==> src/pkg/pmwg_consts.svh <==
// Constants of the program memory write guard: widths, field positions, offsets, reset values
`ifndef PMWG_CONSTS_SVH
`define PMWG_CONSTS_SVH

// ----------------------------------------
// Address geometry
// ----------------------------------------
`define PMWG_ADDR_W 24
`define PMWG_PAGE_LSB 9
`define PMWG_PAGE_W 15
`define PMWG_SEG_W 9
`define PMWG_FIRST_PAGE 15'h0000
// Last implemented page, holds the configuration words
`define PMWG_LAST_PAGE 15'h00ff

// ----------------------------------------
// Configuration word layout
// ----------------------------------------
`define PMWG_CFG_W 16
`define PMWG_CFG_PAGE_MSB 8
`define PMWG_CFG_BOUNDARY_BIT 9
`define PMWG_CFG_CFGPAGE_BIT 10
`define PMWG_CFG_SEGDIS_BIT 11
`define PMWG_CFG_GWP_BIT 12
`define PMWG_CFG_GCP_BIT 13
`define PMWG_CFG_UNLOADED 16'hffff

// ----------------------------------------
// Register port
// ----------------------------------------
`define PMWG_REG_AW 4
`define PMWG_REG_DW 16
`define PMWG_REG_CTRL 4'h0
`define PMWG_REG_STATUS 4'h1
`define PMWG_REG_CFG 4'h2
`define PMWG_REG_DENY_CNT 4'h3
`define PMWG_REG_CAUSE 4'h4
`define PMWG_CTRL_RESET 16'h0000
`define PMWG_CTRL_ARM_BIT 0
`define PMWG_CTRL_ARM_RESET 1'b0
`define PMWG_ST_NVM_DENY_BIT 0
`define PMWG_ST_PROG_DENY_BIT 1
`define PMWG_ST_LOADED_BIT 2
`define PMWG_ST_FAULT_BIT 3
`define PMWG_CNT_MAX 16'hffff
`define PMWG_CNT_ONE 16'h0001
`define PMWG_NVM_CAUSE_W 5
`define PMWG_PROG_CAUSE_W 4
`define PMWG_CAUSE_PROG_LSB 8

`endif

==> src/pkg/pmwg_pkg.sv <==
// Types of the program memory write guard
`include "pmwg_consts.svh"
package pmwg_pkg;
  typedef struct packed {
    logic global_code_protect;
    logic global_write_protect;
    logic segment_protect_disable;
    logic config_page_protect;
    logic segment_boundary_select;
    logic [`PMWG_SEG_W-1:0] segment_page_number;
  } pmwg_cfg_s;

  typedef enum logic [2:0] {
    PMWG_ST_EMPTY = 3'b001,
    PMWG_ST_LOADED = 3'b010,
    PMWG_ST_FAULT = 3'b100
  } pmwg_chk_e;

  typedef logic [`PMWG_ADDR_W-1:0] pmwg_addr_t;
endpackage

==> src/pkg/pmwg_cfg_if.sv <==
// Carrier between the guard and its configuration checker
`timescale 1ns/1ps
`default_nettype none
`include "pmwg_consts.svh"
interface pmwg_cfg_if;
  import pmwg_pkg::*;
  logic load;
  logic [`PMWG_CFG_W-1:0] load_word;
  pmwg_cfg_s cfg;
  logic valid;
  logic fault;
  modport chk (input load, input load_word, output cfg, output valid, output fault);
  modport guard (output load, output load_word, input cfg, input valid, input fault);
endinterface
`default_nettype wire

==> src/core/pmwg_cfg_check.sv <==
// Configuration register with complementary shadow and parity checking
`timescale 1ns/1ps
`default_nettype none
`include "pmwg_consts.svh"
module pmwg_cfg_check (
  input wire logic clk_sys_in,
  input wire logic resetn_in,
  pmwg_cfg_if.chk cfg_io
);
  import pmwg_pkg::*;

  logic [`PMWG_CFG_W-1:0] cfg_q;
  logic [`PMWG_CFG_W-1:0] shadow_q;
  logic par_q;
  logic fault_q;
  pmwg_chk_e st_q;
  logic mismatch;

  // ----------------------------------------
  // Stored copy, complement and parity
  // ----------------------------------------
  always_ff @(posedge clk_sys_in or negedge resetn_in) begin
    if (!resetn_in) begin
      cfg_q <= `PMWG_CFG_UNLOADED;
      shadow_q <= ~`PMWG_CFG_UNLOADED;
      par_q <= ^`PMWG_CFG_UNLOADED;
    end else if (cfg_io.load && st_q != PMWG_ST_FAULT) begin
      cfg_q <= cfg_io.load_word;
      shadow_q <= ~cfg_io.load_word;
      par_q <= ^cfg_io.load_word;
    end
  end

  // Shadow must stay the complement; a flipped cell also breaks parity
  assign mismatch = (cfg_q != ~shadow_q) || ((^cfg_q) != par_q);

  // ----------------------------------------
  // Check state
  // ----------------------------------------
  always_ff @(posedge clk_sys_in or negedge resetn_in) begin
    if (!resetn_in) begin
      st_q <= PMWG_ST_EMPTY;
      fault_q <= 1'b0;
    end else begin
      case (st_q)
        PMWG_ST_EMPTY: begin
          if (cfg_io.load) begin
            st_q <= PMWG_ST_LOADED;
          end
        end
        PMWG_ST_LOADED: begin
          // A load in progress rewrites all three copies, so skip that cycle
          if (mismatch && !cfg_io.load) begin
            st_q <= PMWG_ST_FAULT;
            fault_q <= 1'b1;
          end
        end
        PMWG_ST_FAULT: begin
          // Only a device reset leaves this state
          fault_q <= 1'b1;
        end
        default: begin
          st_q <= PMWG_ST_FAULT;
          fault_q <= 1'b1;
        end
      endcase
    end
  end

  assign cfg_io.fault = fault_q;
  assign cfg_io.valid = (st_q == PMWG_ST_LOADED);
  assign cfg_io.cfg.global_code_protect = cfg_q[`PMWG_CFG_GCP_BIT];
  assign cfg_io.cfg.global_write_protect = cfg_q[`PMWG_CFG_GWP_BIT];
  assign cfg_io.cfg.segment_protect_disable = cfg_q[`PMWG_CFG_SEGDIS_BIT];
  assign cfg_io.cfg.config_page_protect = cfg_q[`PMWG_CFG_CFGPAGE_BIT];
  assign cfg_io.cfg.segment_boundary_select = cfg_q[`PMWG_CFG_BOUNDARY_BIT];
  assign cfg_io.cfg.segment_page_number = cfg_q[`PMWG_CFG_PAGE_MSB:0];
endmodule
`default_nettype wire

==> src/core/pmwg_guard.sv <==
// Program memory write guard: checks sequencer and programmer accesses against protection
`timescale 1ns/1ps
`default_nettype none
`include "pmwg_consts.svh"

module pmwg_guard (
  input wire logic clk_sys_in,
  input wire logic resetn_in,
  input wire logic cfg_load_in,
  input wire logic [`PMWG_CFG_W-1:0] cfg_word_in,
  input wire logic nvm_req_in,
  input wire logic nvm_erase_in,
  input wire pmwg_pkg::pmwg_addr_t nvm_addr_in,
  output logic nvm_grant_out,
  output logic nvm_deny_out,
  input wire logic prog_req_in,
  input wire logic prog_write_in,
  input wire pmwg_pkg::pmwg_addr_t prog_addr_in,
  output logic prog_grant_out,
  output logic prog_deny_out,
  output logic device_reset_out,
  input wire logic [`PMWG_REG_AW-1:0] reg_addr_in,
  input wire logic [`PMWG_REG_DW-1:0] reg_wdata_in,
  input wire logic reg_wr_in,
  input wire logic reg_rd_in,
  output logic [`PMWG_REG_DW-1:0] reg_rdata_out
);
  import pmwg_pkg::*;

  // ----------------------------------------
  // Helpers
  // ----------------------------------------
  function automatic logic [`PMWG_PAGE_W-1:0] page_of(input pmwg_addr_t addr);
    page_of = addr[`PMWG_ADDR_W-1:`PMWG_PAGE_LSB];
  endfunction

  // Segment hit for one page; both protect settings read as programmed-0 = active, boundary select 0 = pages up to the number
  function automatic logic seg_hit(input pmwg_cfg_s c, input logic [`PMWG_PAGE_W-1:0] pg);
    logic [`PMWG_PAGE_W-1:0] sel;
    logic hit;
    sel = {{(`PMWG_PAGE_W-`PMWG_SEG_W){1'b0}}, c.segment_page_number};
    hit = 1'b0;
    if (!c.segment_protect_disable) begin
      if (!c.segment_boundary_select) begin
        hit = (pg <= sel);
      end else begin
        hit = (pg >= sel) && (pg <= `PMWG_LAST_PAGE);
      end
    end
    if (!c.config_page_protect && pg == `PMWG_LAST_PAGE) begin
      hit = 1'b1;
    end
    // Both disables at 1 leave hit low here: only global checks remain
    seg_hit = hit;
  endfunction

  function automatic logic in_memory(input logic [`PMWG_PAGE_W-1:0] pg);
    in_memory = (pg <= `PMWG_LAST_PAGE);
  endfunction

  // Register index decode, shared by every register write
  function automatic logic reg_sel(input logic [`PMWG_REG_AW-1:0] a, input logic [`PMWG_REG_AW-1:0] idx);
    reg_sel = (a == idx);
  endfunction

  // ----------------------------------------
  // Configuration checker
  // ----------------------------------------
  pmwg_cfg_if cfg_bus ();

  assign cfg_bus.load = cfg_load_in;
  assign cfg_bus.load_word = cfg_word_in;

  pmwg_cfg_check u_cfg_check (
    .clk_sys_in(clk_sys_in),
    .resetn_in(resetn_in),
    .cfg_io(cfg_bus.chk)
  );

  logic code_protect_on;
  logic write_protect_on;
  assign code_protect_on = !cfg_bus.cfg.global_code_protect;
  assign write_protect_on = !cfg_bus.cfg.global_write_protect;

  // ----------------------------------------
  // Decisions
  // ----------------------------------------
  logic [`PMWG_PAGE_W-1:0] nvm_page;
  logic [`PMWG_PAGE_W-1:0] prog_page;
  logic cfg_ready;
  logic nvm_unarmed;
  logic nvm_out_of_range;
  logic nvm_wp_refuse;
  logic nvm_seg_refuse;
  logic prog_out_of_range;
  logic prog_cp_refuse;
  logic prog_seg_refuse;
  logic nvm_ok;
  logic prog_ok;
  logic arm_q;

  assign nvm_page = page_of(nvm_addr_in);
  assign prog_page = page_of(prog_addr_in);
  // Nothing is granted before a clean load, nor after a shadow or parity fault
  assign cfg_ready = cfg_bus.valid && !cfg_bus.fault;

  // Writes and erases share one check: an erase damages as much as a write
  assign nvm_unarmed = !arm_q;
  assign nvm_out_of_range = !in_memory(nvm_page);
  assign nvm_wp_refuse = write_protect_on;
  assign nvm_seg_refuse = seg_hit(cfg_bus.cfg, nvm_page);
  // Each check can only refuse; none can lift another
  assign nvm_ok = cfg_ready && !(nvm_unarmed || nvm_out_of_range || nvm_wp_refuse || nvm_seg_refuse);

  // Code protect covers the configuration words as well, being in the last page
  assign prog_out_of_range = !in_memory(prog_page);
  assign prog_cp_refuse = code_protect_on;
  assign prog_seg_refuse = prog_write_in && seg_hit(cfg_bus.cfg, prog_page);
  assign prog_ok = cfg_ready && !(prog_out_of_range || prog_cp_refuse || prog_seg_refuse);

  // ----------------------------------------
  // Answers, one cycle after the request
  // ----------------------------------------
  always_ff @(posedge clk_sys_in or negedge resetn_in) begin
    if (!resetn_in) begin
      nvm_grant_out <= 1'b0;
      nvm_deny_out <= 1'b0;
    end else begin
      nvm_grant_out <= nvm_req_in && nvm_ok;
      nvm_deny_out <= nvm_req_in && !nvm_ok;
    end
  end

  always_ff @(posedge clk_sys_in or negedge resetn_in) begin
    if (!resetn_in) begin
      prog_grant_out <= 1'b0;
      prog_deny_out <= 1'b0;
    end else begin
      prog_grant_out <= prog_req_in && prog_ok;
      prog_deny_out <= prog_req_in && !prog_ok;
    end
  end

  // Held until the reset it requests comes back to clear it
  always_ff @(posedge clk_sys_in or negedge resetn_in) begin
    if (!resetn_in) begin
      device_reset_out <= 1'b0;
    end else if (cfg_bus.fault) begin
      device_reset_out <= 1'b1;
    end
  end

  // ----------------------------------------
  // Register port
  // ----------------------------------------
  logic wr_ctrl;
  logic wr_status;
  logic wr_cnt;
  logic nvm_deny_q;
  logic prog_deny_q;
  logic [`PMWG_REG_DW-1:0] deny_cnt_q;
  logic [`PMWG_NVM_CAUSE_W-1:0] nvm_cause_q;
  logic [`PMWG_PROG_CAUSE_W-1:0] prog_cause_q;
  logic nvm_deny_ev;
  logic prog_deny_ev;

  assign wr_ctrl = reg_wr_in && reg_sel(reg_addr_in, `PMWG_REG_CTRL);
  assign wr_status = reg_wr_in && reg_sel(reg_addr_in, `PMWG_REG_STATUS);
  assign wr_cnt = reg_wr_in && reg_sel(reg_addr_in, `PMWG_REG_DENY_CNT);
  assign nvm_deny_ev = nvm_req_in && !nvm_ok;
  assign prog_deny_ev = prog_req_in && !prog_ok;

  // Software must arm the interlock before the sequencer may write
  always_ff @(posedge clk_sys_in or negedge resetn_in) begin
    if (!resetn_in) begin
      arm_q <= `PMWG_CTRL_ARM_RESET;
    end else if (wr_ctrl) begin
      arm_q <= reg_wdata_in[`PMWG_CTRL_ARM_BIT];
    end
  end

  // ----------------------------------------
  // Refusal flags
  // ----------------------------------------
  // Sticky, write one to clear; a new refusal wins over the clear
  always_ff @(posedge clk_sys_in or negedge resetn_in) begin
    if (!resetn_in) begin
      nvm_deny_q <= 1'b0;
    end else if (nvm_deny_ev) begin
      nvm_deny_q <= 1'b1;
    end else if (wr_status && reg_wdata_in[`PMWG_ST_NVM_DENY_BIT]) begin
      nvm_deny_q <= 1'b0;
    end
  end

  always_ff @(posedge clk_sys_in or negedge resetn_in) begin
    if (!resetn_in) begin
      prog_deny_q <= 1'b0;
    end else if (prog_deny_ev) begin
      prog_deny_q <= 1'b1;
    end else if (wr_status && reg_wdata_in[`PMWG_ST_PROG_DENY_BIT]) begin
      prog_deny_q <= 1'b0;
    end
  end

  // ----------------------------------------
  // Refusal count
  // ----------------------------------------
  // Saturating; any write to it clears it, refusal wins
  always_ff @(posedge clk_sys_in or negedge resetn_in) begin
    if (!resetn_in) begin
      deny_cnt_q <= '0;
    end else if ((nvm_deny_ev || prog_deny_ev) && deny_cnt_q != `PMWG_CNT_MAX) begin
      deny_cnt_q <= deny_cnt_q + `PMWG_CNT_ONE;
    end else if (wr_cnt && !(nvm_deny_ev || prog_deny_ev)) begin
      deny_cnt_q <= '0;
    end
  end

  // ----------------------------------------
  // Refusal causes
  // ----------------------------------------
  // Lets software tell a locked segment from a missing arm or an unloaded word
  // Bits from low to high: not ready, unarmed, out of range, write protect, segment
  always_ff @(posedge clk_sys_in or negedge resetn_in) begin
    if (!resetn_in) begin
      nvm_cause_q <= '0;
    end else if (nvm_deny_ev) begin
      nvm_cause_q <= {nvm_seg_refuse, nvm_wp_refuse, nvm_out_of_range, nvm_unarmed, !cfg_ready};
    end
  end

  // Bits from low to high: not ready, out of range, code protect, segment
  always_ff @(posedge clk_sys_in or negedge resetn_in) begin
    if (!resetn_in) begin
      prog_cause_q <= '0;
    end else if (prog_deny_ev) begin
      prog_cause_q <= {prog_seg_refuse, prog_cp_refuse, prog_out_of_range, !cfg_ready};
    end
  end

  // ----------------------------------------
  // Read data
  // ----------------------------------------
  logic [`PMWG_REG_DW-1:0] rd_val;
  always_comb begin
    rd_val = '0;
    case (reg_addr_in)
      `PMWG_REG_CTRL: begin
        rd_val[`PMWG_CTRL_ARM_BIT] = arm_q;
      end
      `PMWG_REG_STATUS: begin
        rd_val[`PMWG_ST_NVM_DENY_BIT] = nvm_deny_q;
        rd_val[`PMWG_ST_PROG_DENY_BIT] = prog_deny_q;
        rd_val[`PMWG_ST_LOADED_BIT] = cfg_bus.valid;
        rd_val[`PMWG_ST_FAULT_BIT] = cfg_bus.fault;
      end
      `PMWG_REG_CFG: begin
        rd_val[`PMWG_CFG_PAGE_MSB:0] = cfg_bus.cfg.segment_page_number;
        rd_val[`PMWG_CFG_BOUNDARY_BIT] = cfg_bus.cfg.segment_boundary_select;
        rd_val[`PMWG_CFG_CFGPAGE_BIT] = cfg_bus.cfg.config_page_protect;
        rd_val[`PMWG_CFG_SEGDIS_BIT] = cfg_bus.cfg.segment_protect_disable;
        rd_val[`PMWG_CFG_GWP_BIT] = cfg_bus.cfg.global_write_protect;
        rd_val[`PMWG_CFG_GCP_BIT] = cfg_bus.cfg.global_code_protect;
      end
      `PMWG_REG_DENY_CNT: begin
        rd_val = deny_cnt_q;
      end
      `PMWG_REG_CAUSE: begin
        rd_val[`PMWG_NVM_CAUSE_W-1:0] = nvm_cause_q;
        rd_val[`PMWG_CAUSE_PROG_LSB +: `PMWG_PROG_CAUSE_W] = prog_cause_q;
      end
      default: begin
        rd_val = '0;
      end
    endcase
  end

  // Read data stands for the one cycle after the strobe only
  always_ff @(posedge clk_sys_in or negedge resetn_in) begin
    if (!resetn_in) begin
      reg_rdata_out <= '0;
    end else if (reg_rd_in) begin
      reg_rdata_out <= rd_val;
    end else begin
      reg_rdata_out <= '0;
    end
  end

  // Erase is only distinguished by the sequencer; the guard treats it as a write
  logic unused_erase;
  assign unused_erase = nvm_erase_in;
endmodule
`default_nettype wire

==> config.mk <==
export PLATFORM = sky130hd
export DESIGN_NAME = pmwg_guard
export DESIGN_NICKNAME = d
export VERILOG_FILES = /design/src/pkg/pmwg_pkg.sv /design/src/pkg/pmwg_cfg_if.sv /design/src/core/pmwg_cfg_check.sv /design/src/core/pmwg_guard.sv
export VERILOG_INCLUDE_DIRS = /design/src /design/src/pkg
export SDC_FILE = /design/constraint.sdc
export NUM_CORES = 1
export LEC_CHECK = 0
export ABC_AREA = 1
export BUFFER_PORTS_ARGS = -buffer_cell sky130_fd_sc_hd__buf_4
export CAP_MARGIN = 5
export CORE_UTILIZATION = 49
export DETAILED_ROUTE_END_ITERATION = 10
export GPL_ROUTABILITY_DRIVEN = 0
export PLACE_DENSITY = 0.73
export SLEW_MARGIN = 20
export SYNTH_ARGS = -nofsm -noshare
export SYNTH_HDL_FRONTEND = slang
export SYNTH_SLANG_ARGS = --single-unit
export TNS_END_PERCENT = 10
==> constraint.sdc <==
create_clock -name clk_sys_in -period 2.3 [get_ports clk_sys_in]
set_input_delay 0.23 -clock clk_sys_in [delete_from_list [all_inputs] [get_ports clk_sys_in]]
set_output_delay 0.23 -clock clk_sys_in [all_outputs]
set_load 0.005 [all_outputs]
==> flow_summary_export.csv, run 1 <==
group,metric,value,unit
run_status,outcome,"finished, violations left",
run_status,failed_checks,"setup timing",
detailed_routing,first_iter_violations,179,
detailed_routing,vias_per_cell,5.26,
cells_and_area,filler_cell_count,728,
timing,slew_headroom,54.5,%
timing,post_route_setup_slack,-0.102,ns
setup_path,crit_required,2.56,ns
setup_path,critical_path_fanout_max,8,
setup_path,critical_path.endpoint_type,"flop",
floorplan,initial_core_util,51.4,%
detailed_routing,routed_wirelength,12.4,mm
setup_path,crit_path_start_kind,"flop",
cells_and_area,final_core_util,69.0,%
cells_and_area,nets,814,
synthesis,post_synth_top_cells,"nand2_1, dfrtp_1, inv_1",
detailed_routing,drt-pass1-iter-count,5,
cells_and_area,antenna_cells,0,
timing,fin_hold_viols,0,
global_route,largest_net_degree_at_the_start_of_global_routing,40,
timing,unrepaired_setup_endpoints_after_global_routing,"true",
synthesis,yosys.cell_types.count,39,
cells_and_area,seq_area,2170,um^2
synthesis,synth_enable_flop_cells,0,
flow_run,timing.max_cap.violations,0,
place,dpl_worst_slack,-0.162,ns
timing,period_needed,2.40,ns
timing,clock-skew-final,0.0129,ns
synthesis,async_sr_flop_fraction,100,%
floorplan,die-width,101,um
place,place_hpwl,9.06,mm
cells_and_area,final_area,6490,um^2
timing,post-route-period-util,104,%
floorplan,core_area,9420,um^2
clocking,root_buffer,"clkbuf_8",
setup_path,path_cells,"inv_4 -> ha_4 -> a21oi_2 -> nand2_1 -> nor2_2 -> nand4_1 -> nand2_1 -> nand2_1 -> nand2_1 -> nand2_1 -> nand2_2 -> nand2_2 -> nand2_4 -> nand3_4 -> buf_16 -> nand3_1 -> nand2_1",
synthesis,synth_sequential_area_ratio,44.9,%
synthesis,postSynthNetCount,688,
synthesis,ys.warnings.count,0,
detailed_routing,routed-via-count,4400,
floorplan,io-pin-count,114,
place,placement.cell_area,5850,um^2
setup_path,critical_path.most_common_cell,"nand2_1",
global_route,overflow,0,
power_and_ir_drop,power.ir.vdd_worst,0.393,mV
power_and_ir_drop,p_leak,3.04,nW
timing,achievable-frequency,0.416,GHz
detailed_routing,ant_nets,0,
clocking,clockBufferDepth,2,
detailed_routing,detail_route.wl_per_cell,14.8,um
cells_and_area,post_route_cells_drive_above_1_share,33.7,%
setup_path,timing.critical_path.slowest_stage_cell,"dfstp_2",
synthesis,postSynthCellCount,576,
synthesis,synth_area,4840,um^2
synthesis,post-synth-top-area-cell,"dfrtp_1",
global_route,gr-usage-all-layers,25.9,%
floorplan,core.rowCount,35,
clocking,numClockSinks,86,
place,port-buffer-count,80,
clocking,clk_pin_slew,0.09,ns
clocking,cts_buffers,9,
global_route,grt_pass1_vias,4239,
synthesis,synth_top_flop_cell,"dfrtp_1",
synthesis,main_area_contributors_after_synthesis,"dfrtp_1, nand2_1, dfstp_2",
clocking,h_tree_depth_reported_by_cts,3,
worst_hold_path,min-delay-path-class,"input port to flop",
timing,finalMaxSlewViolations,0,
clocking,clkLatencyLatePin,0.37,ns
power_and_ir_drop,p_per_area,636,nW/um^2
setup_path,max_stage_delay,0.57,ns
setup_path,path_buf_inv,2,
setup_path,worst-setup-path-type,"flop to flop",
synthesis,synth_most_common_cell,"nand2_1",
synthesis,synth.ff_latch_count,86,
timing,finalSetupViolCount,18,
setup_path,critPathTopFamily,"simple AND/OR/NAND/NOR gates",
cells_and_area,multi_input_comb_area,2680,um^2
global_route,initial_antenna_violation_count,0,
cells_and_area,layout.cells.non_filler,836,
setup_path,worst_ep_arrival_time,2.66,ns
timing,worst-slew-pin-transition,0.680,ns
setup_path,regToRegSetupSlack,-0.10,ns
floorplan,floorplan.die_area,10300,um^2
global_route,grt_pass1_wl,20.3,mm
synthesis,average_cell_area_after_synthesis,8.40,um^2
clocking,cts_tree,"yes",
detailed_routing,drt_drc_violations_left,0,
place,dpl.cell_count,809,
synthesis,yosysTopAreaCellShare,35.7,%
floorplan,die_h,101,um
cells_and_area,area.growth.synth_to_final,34.2,%
[through the flow]
| stage | hold WS, ns | setup TNS, ns | total power [mW] |
|---|---|---|---|
| after floorplan | -0.0656 | 0 | 2.52 |
| after global placement | 0.177 | -0.612 | 2.89 |
| after detailed placement | 0.180 | -2.51 | 2.94 |
| after CTS | 0.0606 | -0.781 | 4.11 |
| after global routing | 0.0782 | -4.66 | 4.38 |
| final | 0.0728 | -1.49 | 4.13 |
[layout by cell type (no fill, tap or decap), drive strengths merged, types with 7 or more instances in the layout]
cell,Yosys,routed
a21oi,15,15
buf,6,122
clkbuf,4,9
dfrtp,69,69
dfstp,17,17
ha,19,19
inv,67,68
nand2,146,147
nand3,41,41
nand4,20,20
nor2,38,38
nor3,15,15
o21a,16,16
o21ai,29,29
or2,7,7
xnor2,29,29
xor2,16,16
[layer usage]
metal / share of wire (%) / track usage [%]
met5: 0 / 0
met4: 3.5 / 10.7
met3: 4.6 / 3.93
met2: 50 / 44.8
met1: 41 / 32.3
[registers in the layout, indices dropped and copies added, names as in the netlist, 3 cells and up]
signal / flops
reg_rdata_out: 16
u_cfg_check.shadow_q: 16
prog_cause_q: 4
nvm_cause_q: 5
u_cfg_check.cfg_q: 16
deny_cnt_q: 16
u_cfg_check.st_q: 3
[area by class of cell]
cell class	instances	area share [%]
timing repair buffer	124	15.7
sequential	86	33.5
inverter	68	4.05
clock inverter	7	1.12
clock buffer	9	1.91
tap	129	2.49
multi-input combinational	413	41.3
[where the power goes]
group	leakage [nW]	switching, mW	internal, mW
registers	1.03	0.166	1.70
logic	1.91	0.605	0.587
clock network	0.0956	0.566	0.503
total	3.04	1.34	2.80
[final timing paths]
check,endpoint,cells past startpoint,from
max in group asynchronous,u_cfg_check.cfg_q[4]$_DFFE_PN1P_,3,resetn_in
worst max register to register,deny_cnt_q[3]$_DFFE_PN0P_,17,u_cfg_check.cfg_q[8]$_DFFE_PN1P_
min in group asynchronous,reg_rdata_out[4]$_DFF_PN0_,2,resetn_in
worst max-delay path,deny_cnt_q[3]$_DFFE_PN0P_,17,u_cfg_check.cfg_q[8]$_DFFE_PN1P_
worst min register to register,device_reset_out$_DFFE_PN0P_,1,u_cfg_check.cfg_io.fault$_DFFE_PN0P_
worst min-delay path,u_cfg_check.shadow_q[15]$_DFFE_PN0P_,2,cfg_word_in[15]
[repair_timing]
action,CTS,global route
gates resized for setup,54,20
hold endpoints to repair,29,0
hold buffers,2,0
setup buffers,6,1
cloned,2,0
pin swaps,22,25
setup endpoints to repair,22,29
[logic make-up (layout without fill, tap and decap cells)]
logic type / Yosys count / count (layout) / share of synthesized area, %
buffers and inverters: 78 / 208 / 6.33
xor gates and xnor gates: 45 / 45 / 8.14
and+or+nand+nor: 271 / 272 / 25.9
DFF: 86 / 86 / 44.9
AOI/OAI and AO/OA: 77 / 77 / 9.77
adders and majority gates: 19 / 19 / 4.91
No activity file was read; power rests on OpenSTA's default activity.
==> run 2, diff against run 1 <==
--- a/config.mk
+++ b/config.mk
@@ -13,6 +13,7 @@
 export DETAILED_ROUTE_END_ITERATION = 10
 export GPL_ROUTABILITY_DRIVEN = 0
 export PLACE_DENSITY = 0.73
+export SKIP_CTS_REPAIR_TIMING = 1
 export SLEW_MARGIN = 20
 export SYNTH_ARGS = -nofsm -noshare
 export SYNTH_HDL_FRONTEND = slang
==> constraint.sdc (replaced) <==
create_clock -name clk_sys_in -period 2.3 [get_ports clk_sys_in]
set_input_delay 0.23 -clock clk_sys_in [delete_from_list [all_inputs] [get_ports clk_sys_in]]
set_output_delay 0.23 -clock clk_sys_in [all_outputs]
set_load 0.05 [all_outputs]
==> flow_summary_export.csv, run 2 (synthesized netlist as in run 1, its figures left out) <==
group,metric,value,unit
detailed_routing,vias_per_cell,5.20,
cells_and_area,final_cell_mix,"nand2_1, buf_4, dfrtp_1",
floorplan,die-width,101,um
setup_path,worst_ep_arrival_time,2.71,ns
setup_path,r2r.worst_path.cells,17,
setup_path,max_stage_delay,0.57,ns
timing,finalSetupViolCount,23,
clocking,h_tree_depth_reported_by_cts,3,
clocking,cts_tree,"yes",
timing,finalMaxSlewViolations,0,
setup_path,regToRegEndpoint,"deny_cnt_q[9]$_DFFE_PN0P_",
detailed_routing,drt_drc_violations_left,0,
global_route,overflow,0,
cells_and_area,seq_area,2170,um^2
setup_path,endpoint,"deny_cnt_q[9]$_DFFE_PN0P_",
timing,unrepaired_setup_endpoints_after_global_routing,"true",
setup_path,regToRegSetupSlack,-0.15,ns
floorplan,die_h,101,um
setup_path,worst-setup-path-type,"flop to flop",
global_route,gr-usage-all-layers,24.5,%
timing,clock-skew-final,0.0113,ns
setup_path,worst_setup_sp,"u_cfg_check.cfg_q[2]$_DFFE_PN1P_",
place,port-buffer-count,80,
global_route,largest_net_degree_at_the_start_of_global_routing,40,
global_route,grt_pass1_wl,19.2,mm
floorplan,floorplan.die_area,10300,um^2
timing,period_needed,2.45,ns
global_route,initial_antenna_violation_count,0,
cells_and_area,area.growth.synth_to_final,29.3,%
power_and_ir_drop,power.ir.vdd_worst,0.392,mV
cells_and_area,post_route_cells_drive_above_1_share,29.5,%
timing,post_route_setup_slack,-0.147,ns
cells_and_area,final_area,6260,um^2
floorplan,io-pin-count,114,
power_and_ir_drop,p_leak,2.98,nW
timing,fin_hold_viols,0,
power_and_ir_drop,p_per_area,654,nW/um^2
cells_and_area,multi_input_comb_area,2520,um^2
setup_path,critical_path.endpoint_type,"flop",
clocking,clkLatencyLatePin,0.36,ns
worst_hold_path,min-delay-path-class,"input port to flop",
timing,achievable-frequency,0.409,GHz
floorplan,initial_core_util,51.4,%
cells_and_area,final_core_util,66.5,%
setup_path,critical_path_fanout_max,16,
detailed_routing,drt-pass1-iter-count,5,
setup_path,critPathTopFamily,"simple AND/OR/NAND/NOR gates",
global_route,grt_pass1_vias,4044,
detailed_routing,routed_wirelength,11.8,mm
cells_and_area,antenna_cells,0,
timing,worst-slew-pin-transition,0.678,ns
run_status,failed_checks,"setup timing",
run_status,outcome,"finished, violations left",
setup_path,path_cells,"clkinvlp_4 -> ha_4 -> nand3_1 -> nor2_2 -> nand2_1 -> nand4_1 -> nand2_1 -> nand2_1 -> nand2_1 -> nand2_1 -> nand2_2 -> nand2_2 -> nand2_4 -> nand2_8 -> nand2_8 -> nand3_1 -> nand2_1",
clocking,clk_pin_slew,0.09,ns
floorplan,core_area,9420,um^2
place,placement.cell_area,5850,um^2
timing,slew_headroom,54.6,%
clocking,cts_buffers,9,
setup_path,crit_path_start_kind,"flop",
flow_run,timing.max_cap.violations,0,
setup_path,critical_path.most_common_cell,"nand2_1",
floorplan,core.rowCount,35,
cells_and_area,filler_cell_count,776,
setup_path,critical_path_stages,17,
setup_path,path_buf_inv,1,
setup_path,crit_required,2.56,ns
cells_and_area,nets,808,
place,place_hpwl,9.06,mm
detailed_routing,ant_nets,0,
clocking,root_buffer,"clkbuf_8",
cells_and_area,final_common_cell,"nand2_1",
detailed_routing,detail_route.wl_per_cell,14.2,um
clocking,clockBufferDepth,2,
timing,post-route-period-util,106,%
setup_path,timing.critical_path.slowest_stage_cell,"dfstp_2",
worst_hold_path,holdPathStages,2,
detailed_routing,routed-via-count,4314,
detailed_routing,first_iter_violations,164,
clocking,numClockSinks,86,
setup_path,worst_r2r_startpoint,"u_cfg_check.cfg_q[2]$_DFFE_PN1P_",
[run 2: cell count changes in the layout (fill, tap and decap cells not counted), moves of 2 or more]
cell     change
buf_6        -4
ha_1         +4
ha_4         -4
inv_1        +4
inv_2        -2
inv_4        -3
nand2_1      +5
nand2_2      -5
nand3_1     +14
nand3_2     -13
nor2_2       +2
[run 2: metrics by stage]
stage               hold WS (ns)  power [mW]  worst slack, ns  TNS, ns  instances
detailed placement         0.180        2.97           -0.162    -2.51        809
global placement           0.177        2.93          -0.0443   -0.612        809
finish                    0.0755        4.09           -0.147    -2.52        830
global route              0.0786        4.35           -0.301    -6.14        830
floorplan                -0.0656        2.55           0.0424        0        576
CTS                       -0.225        4.05           -0.174    -2.87        825
[run 2: power breakdown]
part / switching (mW) / total [mW] / internal [mW]
registers: 0.159 / 1.86 / 1.70
clock network: 0.559 / 1.06 / 0.503
logic: 0.605 / 1.16 / 0.560
total: 1.32 / 4.09 / 2.77
[run 2: worst min-delay path by stage]
stage	slack, ns	start	endpoint
finish	0.08	cfg_word_in[15]	u_cfg_check.shadow_q[15]$_DFFE_PN0P_
global route	0.08	cfg_word_in[15]	u_cfg_check.shadow_q[15]$_DFFE_PN0P_
CTS	-0.23	resetn_in	reg_rdata_out[4]$_DFF_PN0_
detailed placement	0.18	resetn_in	reg_rdata_out[4]$_DFF_PN0_
global placement	0.18	resetn_in	reg_rdata_out[8]$_DFF_PN0_
floorplan	-0.07	resetn_in	arm_q$_DFFE_PN0P_
[run 2: worst reg2reg max path, stage by stage, from the launching register on]
cell        delay, ns
dfstp_2          0.57
clkinvlp_4       0.17
ha_4             0.32
nand3_1          0.09
nor2_2           0.11
nand2_1          0.07
nand4_1          0.08
nand2_1          0.06
nand2_1          0.08
nand2_1          0.06
nand2_1          0.09
nand2_2          0.08
nand2_2          0.09
nand2_4          0.10
nand2_8          0.12
nand2_8          0.10
nand3_1          0.10
nand2_1          0.05
[run 2: per-layer routing]
| layer | global-route usage [%] | part of all wire [%] | up-vias |
|---|---|---|---|
| met5 | 0 | 0 | - |
| met4 | 9.59 | 2.4 | 0 |
| met3 | 4.28 | 4.3 | 24 |
| met2 | 41.4 | 50 | 110 |
| met1 | 31.4 | 43 | 2046 |
| li1 | - | - | 2134 |
[run 2: area by class of cell]
cell class | instances | share of cell area, %
clock buffer | 9 | 1.98
inverter | 68 | 4.14
multi-input combinational | 412 | 40.3
clock inverter | 7 | 1.16
sequential | 86 | 34.7
timing repair buffer | 119 | 15.1
tap | 129 | 2.58
